<file path="config.mk">
export PLATFORM = sky130hd
export DESIGN_NAME = capture_timer
export DESIGN_NICKNAME = d
export VERILOG_FILES = /design/src/verilog/capture_timer_pkg.sv /design/src/verilog/capture_timer.sv /design/src/verilog/capture_noise_filter.sv
export VERILOG_INCLUDE_DIRS = /design/src /design/src/verilog
export SDC_FILE = /design/constraint.sdc
export NUM_CORES = 1
export LEC_CHECK = 0
export BUFFER_PORTS_ARGS = -buffer_cell sky130_fd_sc_hd__buf_4
export CAP_MARGIN = 25
export CELL_PAD_IN_SITES_DETAIL_PLACEMENT = 1
export CELL_PAD_IN_SITES_GLOBAL_PLACEMENT = 2
export CORE_MARGIN = 8
export CORE_UTILIZATION = 33
export CTS_CLUSTER_SIZE = 12
export DETAILED_ROUTE_END_ITERATION = 10
export GPL_TIMING_DRIVEN = 0
export PLACE_DENSITY_LB_ADDON = 0.2
export SLEW_MARGIN = 25
export SYNTH_ARGS = -nofsm -noshare
export SYNTH_HDL_FRONTEND = slang
export SYNTH_SLANG_ARGS = --single-unit
</file>
<file path="constraint.sdc">
create_clock -name clk_in -period 4.5 [get_ports clk_in]
set_input_delay 0.225 -clock clk_in [delete_from_list [all_inputs] [get_ports clk_in]]
set_output_delay 0.225 -clock clk_in [all_outputs]
set_load 0.01 [all_outputs]
</file>
<file path="src/verilog/capture_timer_params.svh">
// Constants for the edge capture timer: offsets, fields, resets, timing.
// Assumes inclusion by bare name from verilog/ sources.
`ifndef CAPTURE_TIMER_PARAMS_SVH
`define CAPTURE_TIMER_PARAMS_SVH

// ------------------------------------------------------------
// Register offsets (byte addresses)
// ------------------------------------------------------------
`define CT_OFS_MODE     8'h00
`define CT_OFS_COUNT    8'h04
`define CT_OFS_RISE     8'h08
`define CT_OFS_FALL     8'h0c
`define CT_OFS_PORT     8'h10
`define CT_OFS_STATUS   8'h14

// ------------------------------------------------------------
// Mode register fields
// ------------------------------------------------------------
`define CT_MODE_CKS_LO  0
`define CT_MODE_CKS_HI  1
`define CT_MODE_CCLR_LO 2
`define CT_MODE_CCLR_HI 3
`define CT_MODE_INTERRUPT_EDGE_SELECT   4
`define CT_MODE_OVIE    5
`define CT_MODE_OVFL    6
`define CT_MODE_OVFH    7

// ------------------------------------------------------------
// Port control and status fields
// ------------------------------------------------------------
`define CT_PORT_PINFN   0
`define CT_PORT_NCS     1
`define CT_PORT_SUBCK   2
`define CT_STAT_REQ     0
`define CT_STAT_IRQEN   1
`define CT_STAT_SYNC    2

// ------------------------------------------------------------
// Reset values and divider figures
// ------------------------------------------------------------
`define CT_RST_BYTE     8'h00
`define CT_RST_SUBCK    2'h0
`define CT_NC_STAGES    5
`define CT_DIV_SYS      6
`define CT_DIV_WATCH    4
`define CT_SUBCK_HALF   2'h1

`endif

</file>
<file path="src/verilog/capture_timer_pkg.sv">
// Types shared by the edge capture timer.
// Assumes capture_timer_params.svh is compiled alongside.
package capture_timer_pkg;

   typedef enum logic [2:0] {
      PM_ACTIVE   = 3'b000,
      PM_SLEEP    = 3'b001,
      PM_WATCH    = 3'b010,
      PM_SUBACT   = 3'b011,
      PM_SUBSLEEP = 3'b100,
      PM_STANDBY  = 3'b101,
      PM_MODSTBY  = 3'b110
   } power_mode_t;

   typedef enum logic [1:0] {
      CK_DIV64 = 2'b00,
      CK_DIV32 = 2'b01,
      CK_DIV2  = 2'b10,
      CK_WQ    = 2'b11
   } clock_sel_t;

   typedef struct packed {
      logic rise;
      logic fall;
   } edge_evt_t;

   typedef struct packed {
      logic       ovfh;
      logic       ovfl;
      logic       ovie;
      logic       interrupt_edge_select;
      logic [1:0] counter_clear_select;
      clock_sel_t clock_select;
   } mode_t;

endpackage : capture_timer_pkg

</file>
<file path="src/verilog/capture_timer.sv">
// Eight-bit up-counting capture timer with Avalon-MM register slave.
// Assumes pin and power-mode inputs synchronous to clk_in.
//
// The register offsets and the Avalon-MM slave port were left to the implementer.
`timescale 1ns/1ps
`include "capture_timer_params.svh"

module capture_timer #(
   parameter int WATCH_DIV = `CT_DIV_WATCH
) (
   // Clock and reset
   input  wire logic                         clk_in,
   input  wire logic                         sys_rst_in,
   // Avalon-MM slave
   input  wire logic [7:0]                   avs_address_in,
   input  wire logic                         avs_read_in,
   input  wire logic                         avs_write_in,
   input  wire logic [31:0]                  avs_writedata_in,
   input  wire logic [3:0]                   avs_byteenable_in,
   output logic [31:0]                       avs_readdata_out,
   output logic                              avs_waitrequest_out,
   // Pin and system
   input  wire logic                         capture_input_port_pin_in,
   input  wire capture_timer_pkg::power_mode_t power_mode_in,
   // Status
   output logic                              capture_timer_request_flag_out,
   output logic                              irq_out
);

   // ------------------------------------------------------------
   // Registers
   // ------------------------------------------------------------
   capture_timer_pkg::mode_t mode_q;
   logic [7:0] capture_counter_q;
   logic [7:0] rising_capture_reg_q;
   logic [7:0] falling_capture_reg_q;
   logic       capture_pin_function_bit_q;
   logic       noise_cancel_select_q;
   logic [1:0] subclock_sel_q;
   logic       capture_timer_request_flag_q;
   logic       capture_timer_irq_enable_q;
   logic       ack_q;
   logic [31:0] rdata_q;

   // ------------------------------------------------------------
   // Bus decode
   // ------------------------------------------------------------
   logic       acc;
   logic       wr;
   logic       wr_lo;

   assign acc   = (avs_read_in | avs_write_in) & ~ack_q;
   assign wr    = avs_write_in & ack_q;
   assign wr_lo = wr & avs_byteenable_in[0];
   // One wait cycle, answer on second edge
   assign avs_waitrequest_out = ~ack_q;
   assign avs_readdata_out    = rdata_q;

   always_ff @(posedge clk_in) begin
      if (sys_rst_in) begin
         ack_q <= 1'b0;
      end else begin
         ack_q <= acc;
      end
   end

   // ------------------------------------------------------------
   // Power mode gating
   // ------------------------------------------------------------
   logic run_en;
   logic mode_wr_ok;

   always_comb begin
      case (power_mode_in)
         capture_timer_pkg::PM_STANDBY,
         capture_timer_pkg::PM_MODSTBY: run_en = 1'b0;
         // sub modes need watch quarter clock
         capture_timer_pkg::PM_WATCH,
         capture_timer_pkg::PM_SUBACT,
         capture_timer_pkg::PM_SUBSLEEP:
            run_en = (mode_q.clock_select == capture_timer_pkg::CK_WQ) &&
                     (subclock_sel_q == `CT_SUBCK_HALF);
         default: run_en = 1'b1;
      endcase
   end

   // mode writes only active or subactive
   assign mode_wr_ok = (power_mode_in == capture_timer_pkg::PM_ACTIVE) ||
                       (power_mode_in == capture_timer_pkg::PM_SUBACT);

   // ------------------------------------------------------------
   // Clock dividers
   // ------------------------------------------------------------
   logic [`CT_DIV_SYS-1:0] sys_div_q;
   logic [7:0]             watch_div_q;
   logic                   sel_clk;

   always_ff @(posedge clk_in) begin
      if (sys_rst_in) begin
         sys_div_q   <= '0;
         watch_div_q <= '0;
      end else begin
         sys_div_q   <= sys_div_q + 1'b1;
         watch_div_q <= watch_div_q + 8'h01;
      end
   end

   function automatic logic pick_clk(input capture_timer_pkg::clock_sel_t s,
                                     input logic [`CT_DIV_SYS-1:0] d,
                                     input logic [7:0] w);
      case (s)
         capture_timer_pkg::CK_DIV64: pick_clk = d[5];
         capture_timer_pkg::CK_DIV32: pick_clk = d[4];
         capture_timer_pkg::CK_DIV2:  pick_clk = d[0];
         // Quarter watch rate: two taps above the watch clock
         default:                     pick_clk = w[WATCH_DIV+1];
      endcase
   endfunction : pick_clk

   assign sel_clk = pick_clk(mode_q.clock_select, sys_div_q, watch_div_q);

   // falling edge of selected clock; switch also seen here
   logic sel_clk_q;
   logic tick;

   always_ff @(posedge clk_in) begin
      if (sys_rst_in) begin
         sel_clk_q <= 1'b0;
      end else begin
         sel_clk_q <= sel_clk;
      end
   end

   assign tick = sel_clk_q & ~sel_clk & run_en;

   // ------------------------------------------------------------
   // Capture input path
   // ------------------------------------------------------------
   logic filt_out;
   logic raw_in;
   logic cap_sig;
   logic cap_sig_q;
   capture_timer_pkg::edge_evt_t evt;

   capture_noise_filter #(
      .STAGES (`CT_NC_STAGES)
   ) u_filter (
      .clk_in       (clk_in),
      .sys_rst_in   (sys_rst_in),
      // Canceler off: chain fills with ones, so enabling it starts high
      .sample_en_in (tick | ~noise_cancel_select_q),
      .din_in       (capture_input_port_pin_in | ~noise_cancel_select_q),
      .dout_out     (filt_out)
   );

   // filtered level follows canceler state; select swaps source
   assign raw_in  = noise_cancel_select_q ? filt_out : capture_input_port_pin_in;
   // pin function off forces low; toggling it with the input high makes edges
   assign cap_sig = capture_pin_function_bit_q & raw_in & run_en | 
                    capture_pin_function_bit_q & raw_in & ~run_en & cap_sig_q;

   always_ff @(posedge clk_in) begin
      if (sys_rst_in) begin
         cap_sig_q <= 1'b0;
      end else begin
         cap_sig_q <= cap_sig;
      end
   end

   assign evt.rise = cap_sig & ~cap_sig_q;
   assign evt.fall = ~cap_sig & cap_sig_q;

   // ------------------------------------------------------------
   // Counter
   // ------------------------------------------------------------
   logic clr_evt;
   logic ovf;

   // clear on same edge that captures
   assign clr_evt = (mode_q.counter_clear_select[1] & evt.rise) |
                    (mode_q.counter_clear_select[0] & evt.fall);
   assign ovf     = tick & (capture_counter_q == 8'hff);

   always_ff @(posedge clk_in) begin
      if (sys_rst_in) begin
         capture_counter_q <= `CT_RST_BYTE;
      end else if (wr_lo && avs_address_in == `CT_OFS_COUNT) begin
         capture_counter_q <= avs_writedata_in[7:0];
      end else if (clr_evt && capture_pin_function_bit_q) begin
         capture_counter_q <= `CT_RST_BYTE;
      end else if (tick) begin
         capture_counter_q <= capture_counter_q + 8'h01;
      end
   end

   // capture on edges, counter value before clear
   always_ff @(posedge clk_in) begin
      if (sys_rst_in) begin
         rising_capture_reg_q  <= `CT_RST_BYTE;
         falling_capture_reg_q <= `CT_RST_BYTE;
      end else if (run_en) begin
         if (evt.rise) begin
            rising_capture_reg_q <= capture_counter_q;
         end
         if (evt.fall) begin
            falling_capture_reg_q <= capture_counter_q;
         end
      end
   end

   // ------------------------------------------------------------
   // Mode and port control
   // ------------------------------------------------------------
   logic ovfh_set;
   logic ovfl_set;

   assign ovfh_set = ovf & capture_pin_function_bit_q & cap_sig;
   assign ovfl_set = ovf & ~(capture_pin_function_bit_q & cap_sig);

   always_ff @(posedge clk_in) begin
      if (sys_rst_in) begin
         mode_q <= capture_timer_pkg::mode_t'(`CT_RST_BYTE);
      end else begin
         if (wr_lo && mode_wr_ok && avs_address_in == `CT_OFS_MODE) begin
            mode_q.clock_select <= capture_timer_pkg::clock_sel_t'(
               avs_writedata_in[`CT_MODE_CKS_HI:`CT_MODE_CKS_LO]);
            mode_q.counter_clear_select <=
               avs_writedata_in[`CT_MODE_CCLR_HI:`CT_MODE_CCLR_LO];
            mode_q.interrupt_edge_select <= avs_writedata_in[`CT_MODE_INTERRUPT_EDGE_SELECT];
            mode_q.ovie <= avs_writedata_in[`CT_MODE_OVIE];
            // Software clears overflow by writing zero; set wins
            mode_q.ovfl <= ovfl_set | (mode_q.ovfl & avs_writedata_in[`CT_MODE_OVFL]);
            mode_q.ovfh <= ovfh_set | (mode_q.ovfh & avs_writedata_in[`CT_MODE_OVFH]);
         end else begin
            mode_q.ovfl <= mode_q.ovfl | ovfl_set;
            mode_q.ovfh <= mode_q.ovfh | ovfh_set;
         end
      end
   end

   always_ff @(posedge clk_in) begin
      if (sys_rst_in) begin
         capture_pin_function_bit_q <= 1'b0;
         noise_cancel_select_q      <= 1'b0;
         subclock_sel_q             <= `CT_RST_SUBCK;
      end else if (wr_lo && avs_address_in == `CT_OFS_PORT) begin
         capture_pin_function_bit_q <= avs_writedata_in[`CT_PORT_PINFN];
         noise_cancel_select_q      <= avs_writedata_in[`CT_PORT_NCS];
         subclock_sel_q <= avs_writedata_in[`CT_PORT_SUBCK+1:`CT_PORT_SUBCK];
      end
   end

   // ------------------------------------------------------------
   // Request flag
   // ------------------------------------------------------------
   logic req_set;
   logic edge_hit;

   // any detected edge matching select sets flag
   assign edge_hit = mode_q.interrupt_edge_select ? evt.rise : evt.fall;
   assign req_set  = (capture_pin_function_bit_q & edge_hit) |
                     (~capture_pin_function_bit_q & evt.fall & ~mode_q.interrupt_edge_select) |
                     ((ovfh_set | ovfl_set) & mode_q.ovie);

   // software clears flag by writing zero; set wins
   always_ff @(posedge clk_in) begin
      if (sys_rst_in) begin
         capture_timer_request_flag_q <= 1'b0;
         capture_timer_irq_enable_q   <= 1'b0;
      end else if (wr_lo && avs_address_in == `CT_OFS_STATUS) begin
         capture_timer_request_flag_q <= req_set |
            (capture_timer_request_flag_q & avs_writedata_in[`CT_STAT_REQ]);
         capture_timer_irq_enable_q <= avs_writedata_in[`CT_STAT_IRQEN];
      end else begin
         capture_timer_request_flag_q <= capture_timer_request_flag_q | req_set;
      end
   end

   assign capture_timer_request_flag_out = capture_timer_request_flag_q;
   assign irq_out = capture_timer_request_flag_q & capture_timer_irq_enable_q;

   // ------------------------------------------------------------
   // Read data
   // ------------------------------------------------------------
   always_ff @(posedge clk_in) begin
      if (sys_rst_in) begin
         rdata_q <= '0;
      end else if (avs_read_in && !ack_q) begin
         case (avs_address_in)
            `CT_OFS_MODE:   rdata_q <= {24'h000000, mode_q};
            `CT_OFS_COUNT:  rdata_q <= {24'h000000, capture_counter_q};
            `CT_OFS_RISE:   rdata_q <= {24'h000000, rising_capture_reg_q};
            `CT_OFS_FALL:   rdata_q <= {24'h000000, falling_capture_reg_q};
            `CT_OFS_PORT:   rdata_q <= {28'h0000000, subclock_sel_q,
                                        noise_cancel_select_q,
                                        capture_pin_function_bit_q};
            `CT_OFS_STATUS: rdata_q <= {29'h00000000, cap_sig_q,
                                        capture_timer_irq_enable_q,
                                        capture_timer_request_flag_q};
            default:        rdata_q <= '0;
         endcase
      end
   end

endmodule : capture_timer

</file>
<file path="src/verilog/capture_noise_filter.sv">
// Five-stage majority-free noise canceler for the capture input.
// Assumes one clock; sample_en_in is a one-cycle sampling strobe.
`timescale 1ns/1ps
`include "capture_timer_params.svh"

module capture_noise_filter #(
   parameter int STAGES = `CT_NC_STAGES
) (
   // Clock and reset
   input  wire logic clk_in,
   input  wire logic sys_rst_in,
   // Sampling
   input  wire logic sample_en_in,
   input  wire logic din_in,
   // Filtered level
   output logic      dout_out
);

   logic [STAGES-1:0] shift_q;
   logic              out_q;

   // Shift chain of latches
   always_ff @(posedge clk_in) begin
      if (sys_rst_in) begin
         shift_q <= '0;
      end else if (sample_en_in) begin
         shift_q <= {shift_q[STAGES-2:0], din_in};
      end
   end

   always_ff @(posedge clk_in) begin
      if (sys_rst_in) begin
         out_q <= 1'b0;
      end else if (&shift_q) begin
         out_q <= 1'b1;
      end else if (~|shift_q) begin
         out_q <= 1'b0;
      end
   end

   assign dout_out = out_q;

endmodule : capture_noise_filter

</file>
== After elaboration in Yosys (flattened, before gate mapping) ==
Cells that the tools add are included.
Operators by class
  bitwise logic cells: 49
  equality and inequality tests: 16
  add/subtract/negate cells: 3
  reductions and logical operators: 20
  mux-type cells: 12
Operators by type and width (count)
  $pmux 8 s6: 1
  $and 1x1->1: 26
  $mux 8: 3
  $add 8x1->8 const B: 2
  $eq 8x4->1 const B: 2
  $eq 8x5->1 const B: 2
  $or 1x1->1: 14
  $eq 3x3->1 const B: 3
  $not 1->1: 9
  $eq 8x3->1 const B: 1
  $eq 8x8->1 const B: 1
  $logic_and 1x1->1: 8
  $logic_not 8->1: 1
  $add 6x1->6 const B: 1
  $eq 3x2->1 const B: 2
  $mux 1: 5
  $reduce_and 5->1: 1
  $reduce_or 5->1: 1
  $eq 2x1->1 const B: 2
  $eq 2x2->1 const B: 2
  $reduce_and 2->1: 2
  $logic_not 3->1: 1
  $pmux 1 s3: 1
  $reduce_bool 3->1: 1
  other kinds (8): 8
Word-level totals
  input port bits: 52
  register bits after elaboration: 93
  output and inout port bits: 35

== Logic depth before layout (Yosys ltp) ==
  depth after elaboration: 15
  depth in mapped cells: 7
  depth with buffers taken out: 6

== Cells and area by module ==
A second synthesis with hierarchy kept.
Second synthesis, totals
  cell total of the unflattened synthesis: 353
  area, all modules: 3315.7 um^2
Modules (own cells, without submodules)
  capture_timer: cells each 332, area an instance 3085.5 um^2, times used 1, seq. area each 1221.2 um^2
  capture_noise_filter: cells each 21, area an instance 230.2 um^2, times used 1, seq. area each 120.1 um^2

== Worst setup path before layout ==
No wires, ideal clock.
  kind: reg-to-reg
  start: register mode_q[0] (netlist name)
  end: register u_filter.shift_q[1]
  stages on the path, launching flop included: 8
  setup slack: 2.622 ns
  arrival: 1.750 ns
  setup time: 0.128 ns
  period minus slack after synthesis: 1.878 ns
  path through: dfxtp_1 -> mux4_2 -> nand2b_1 -> a21oi_2 -> nand2b_1 -> clkbuf_2 -> mux2i_1 -> nor2_1
On the way
  longest elaborated chain between the ends: 6
  elaborated cells between the ends (all ways): 11
  classes of those cells: 3 x eq/ne; 2 x mux; 4 x bitwise; 2 x reduce/logical
Ends and longest elaborated chain
  start, declared: RTL line capture_timer.sv:33  | capture_timer_pkg::mode_t mode_q;
  start signal, assigned: RTL line capture_timer.sv:222  | mode_q <= capture_timer_pkg::mode_t'(`CT_RST_BYTE);
  $eq 2x2->1 (tied with other cells): RTL line capture_timer.sv:111  | case (s)
  $pmux 1 s3: RTL line capture_timer.sv:111
  $not 1->1: RTL line capture_timer.sv:134  | assign tick = sel_clk_q & ~sel_clk & run_en;
  $and 1x1->1: RTL line capture_timer.sv:134
  $and 1x1->1 *: RTL line capture_timer.sv:134
  $or 1x1->1 *: RTL line capture_timer.sv:151  | .sample_en_in (tick | ~noise_cancel_select_q),
  end signal, assigned: RTL line capture_noise_filter.sv:27  | shift_q <= {shift_q[STAGES-2:0], din_in};
  end, declared: RTL line capture_noise_filter.sv:19  | logic [STAGES-1:0] shift_q;
Mark *: on every way between the ends. The rest lies on a longest branch, timed or not.
A chain may end at the register's enable or synchronous reset.

== Final worst setup path ==
  start: register mode_q[0] (netlist name)
  end: register capture_counter_q[0]
On the way
  longest elaborated chain between the ends: 14
  elaborated cells between the ends (all ways): 25
  classes of those cells: 3 x eq/ne; 4 x mux; 14 x bitwise; 4 x reduce/logical
Ends and longest elaborated chain
  $eq 2x2->1: RTL line capture_timer.sv:81  | run_en = (mode_q.clock_select == capture_timer_pkg::CK_WQ) &&
  $logic_and 1x1->1: RTL line capture_timer.sv:81
  $pmux 1 s2: RTL line capture_timer.sv:74  | case (power_mode_in)
  $not 1->1: RTL line capture_timer.sv:160  | capture_pin_function_bit_q & raw_in & ~run_en & cap_sig_q;
  $and 1x1->1 (2 in series): RTL line capture_timer.sv:160
  $or 1x1->1: RTL line capture_timer.sv:159  | assign cap_sig = capture_pin_function_bit_q & raw_in & run_en |
  $not 1->1: RTL line capture_timer.sv:171  | assign evt.fall = ~cap_sig & cap_sig_q;
  $and 1x1->1: RTL line capture_timer.sv:171
  $and 1x1->1: RTL line capture_timer.sv:181  | (mode_q.counter_clear_select[0] & evt.fall);
  $or 1x1->1: RTL line capture_timer.sv:180  | assign clr_evt = (mode_q.counter_clear_select[1] & evt.rise) |
  $logic_and 1x1->1: RTL line capture_timer.sv:189  | end else if (clr_evt && capture_pin_function_bit_q) begin
  $mux 8: RTL line capture_timer.sv:189
  $mux 8: RTL line capture_timer.sv:187  | end else if (wr_lo && avs_address_in == `CT_OFS_COUNT) begin
  end signal, assigned: RTL line capture_timer.sv:186  | capture_counter_q <= `CT_RST_BYTE;
  end signal, assigned: RTL line capture_timer.sv:188  | capture_counter_q <= avs_writedata_in[7:0];
  end signal, assigned: RTL line capture_timer.sv:190  | capture_counter_q <= `CT_RST_BYTE;
  end, declared: RTL line capture_timer.sv:34  | logic [7:0] capture_counter_q;
Several ways; a longest one is shown, not always the timed one.

==> results.md <==
* Relative slew slack at a little under half
* Crit path capture type: flip-flop
* Switching Fraction at between 20 and 30%
* Most frequent cells in the layout: dfxtp_1 (67), buf_4 (60), nor2_1 (56)
* Post-cts sizing count at 0
* Cell variety after synth at 55
* Port bufs at 34
* Most used DFF post-synth: dfxtp_1
* # DRC at 0
* Die area at approximately 0.013 mm²
* Part of the power in the clock network at between 40% and 50%
* VDD IR max at 113.9 µV
* Final hold vios at 0
* Number of buffers added for setup after CTS at 0
* Post-synthesis sequential area ratio at approximately 41%
* Reg clk slew, reported paths at ~0.08 ns
* H-tree levels at 3
* Sequential cell area at between 0.001 and 0.0015 mm²
* Crit path kind: reg -> reg
* GP Congestion at 0.7940
* Min Tclk post-route at roughly 2.3 ns
* Critical path required time at between 4 and 5 ns
* Die Height at roughly 120 µm
* CP arrival at 2.53 ns
* Initial DRC count at about 170
* Internal at 0.9090 mW
* CP max FO at 10
* Post-CTS Hold Buffers at 0
* Number of flops mapped to enable cells by yosys at 0
* Clock latency on the worst-skew pair at between 0.3 and 0.4 ns
* Largest net degree at the start of global routing at 14
* WHS at around 0.12 ns
* Slew @ Worst Pin at 0.7956 ns
* Slew Viols, Final at 0
* Final-layout fill cell count at roughly 1.2k
* Leakage power at approximately 1.8 nW
* Chip width at approximately 120 µm
* Number of synthesized register bits at 67
* Share of layout cells above drive strength 1 at between 20% and 30%
* Routed length per instance at 16.88 µm
* CTS tree: yes
* Cell count after synthesis at between 300 and 400
* Area delta synth->final at 21.58%
* Max_cap viols at 0
* P_sw at between 0.3 and 0.4 mW
* Core ar. at between 0.009 and 0.01 mm²
* Min-Delay Path Class: in -> reg
* Post-route clock period utilization at roughly half
* Worst setup SP type: flip-flop
* Mapped Avg Cell Area at about 9.5 µm²
* CTS buffer count at 9
* Combinational Power Share at 8.5%
* TNS Setup at 0 ns
* GR Overflow Total at 0
* Row cnt at 36
* Seq pwr share at 49.6%
* Worst Skew at slightly below 0.009 ns
* Starting Density at ~34%
* Clk buf depth at 2
* DR vias/cell at between 4 and 5
* First-pass GRT wire length at 14.92 mm
* RSZ-0062 raised after global routing: no
* Vias at ~2.7k
* Status: complete, no violations
* Post-synthesis async set-or-reset flop share at 0%
* Commonest non-fill, non-tap cell in the layout: dfxtp_1
* GRT Total Usage at 14.61%
* Final #Nets at ~470
* Power Dens Cells at roughly 300 mW/mm²
* Achievable clock frequency at roughly 430 MHz
* Initial antenna violation count at 0
* CTS Root Cell: clkbuf_8
* Post-DP HPWL at 6.994 mm
* Post-Syn Area at roughly 0.0033 mm²
* Final setup violation count at 0
* Multi-input logic area at between 0.0015 and 0.002 mm²
* Post-Route WL at between 9 and 10 mm
* Ant diodes at 0
* # clock sinks at between 60 and 70
* Number of I/O pins at between 80 and 90
* Antenna viol nets, final at 0
* Synth warn at 0
* Vias in the first global route at about 2.8k
* Pre-Repair DR Iteration Count at 4
## area by class of cell
class | count | share of cell area [%]
clock inverter | 7 | 1.941
tap | 133 | 4.164
clock buffer | 9 | 3.100
multi-input combinational | 257 | 43.93
sequential | 67 | 33.56
buffer | 42 | 6.637
inverter | 3 | 0.2818
timing repair buffer | 34 | 6.387
## sequential cells by signal, indices dropped and copies added, names as in the netlist, 5 cells and up
name	flops
watch_div_q	6
capture_counter_q	8
u_filter.shift_q	5
rising_capture_reg_q	8
mode_q	8
sys_div_q	6
avs_readdata_out	8
falling_capture_reg_q	8
## power by group through the flow
stage	registers, mW	logic (mW)	clock network, mW
after CTS	0.609	0.106	0.528
after floorplan	0.622	0.0623	0
final	0.608	0.105	0.513
after global placement	0.622	0.105	0
after detailed placement	0.623	0.105	0
after global routing	0.610	0.117	0.548
## kinds of logic after synthesis
logic type,count (synthesis),share of synthesized area [%]
AND/OR/NAND/NOR,130,20.02
other,1,0.1141
AO/OA/AOI/OAI,46,9.974
buffers and inverters,45,8.412
flip-flops,67,40.81
multiplexers,44,16.86
adder cells (fa/ha/maj),3,1.142
XOR/XNOR,10,2.665
## worst max-delay path: stages, from the launching register on
cell and delay, ns:
dfxtp_1 0.43, mux4_2 0.54, nand2b_1 0.18, a21oi_2 0.41, buf_4 0.30, xor2_1 0.08
a22oi_1 0.17, nor2_1 0.05
## cells in the mapped netlist, types with 2 or more instances
cell	n	area share, %
dfxtp_1	67	41
nor2_1	56	6.4
mux2i_1	34	10
buf_4	26	5.9
nand3_1	16	2.4
a21oi_1	13	2.0
nand2_1	10	1.1
nor3_1	10	1.5
mux4_2	9	6.2
and2_1	7	1.3
clkbuf_1	7	0.80
buf_1	6	0.69
xor2_1	6	1.6
a211oi_1	5	1.1
and3_1	5	0.95
a22oi_1	4	0.91
nand2b_1	4	0.76
nand4_1	4	0.76
o21ai_0	4	0.61
xnor2_1	4	1.1
a31oi_1	3	0.57
ha_1	3	1.1
inv_1	3	0.34
nor2b_1	3	0.57
a211oi_2	2	0.76
a21oi_2	2	0.53
nand4b_1	2	0.53
o31ai_1	2	0.46
or2_2	2	0.38
or4_1	2	0.46
## path summary, 6_finish.rpt
path | start | depth (start not counted) | endpoint | slack [ns]
max | mode_q[0] | 7 | capture_counter_q[0] | 2.19
min | avs_writedata_in[5] | 3 | mode_q[5] | 0.12
max reg2reg | mode_q[0] | 7 | capture_counter_q[0] | 2.19
min reg2reg | watch_div_q[0] | 1 | watch_div_q[0] | 0.45
## metrics by stage
step                util (%)  instance area (µm²)  setup slack, ns  std cells  power [mW]
floorplan                  -                 3373            2.622        369      0.6843
detailed placement     39.00                 3795            2.229        536      0.7278
CTS                    41.08                 3996            2.189        552       1.242
global placement       39.00                 3795            2.221        536      0.7267
finish                 41.08                 3996            2.187        552       1.226
global route           41.08                 3996            2.020        552       1.275
## metal layers
metal | GRT usage, % | vias to the layer above | wire length [µm]
li1 | - | 1317 | -
met1 | 18.31 | 1268 | 4416
met2 | 23.93 | 60 | 4274
met3 | 3.439 | 10 | 504
met4 | 5.186 | 0 | 121
met5 | 0 | - | 0
No activity file was read; power rests on OpenSTA's default activity.
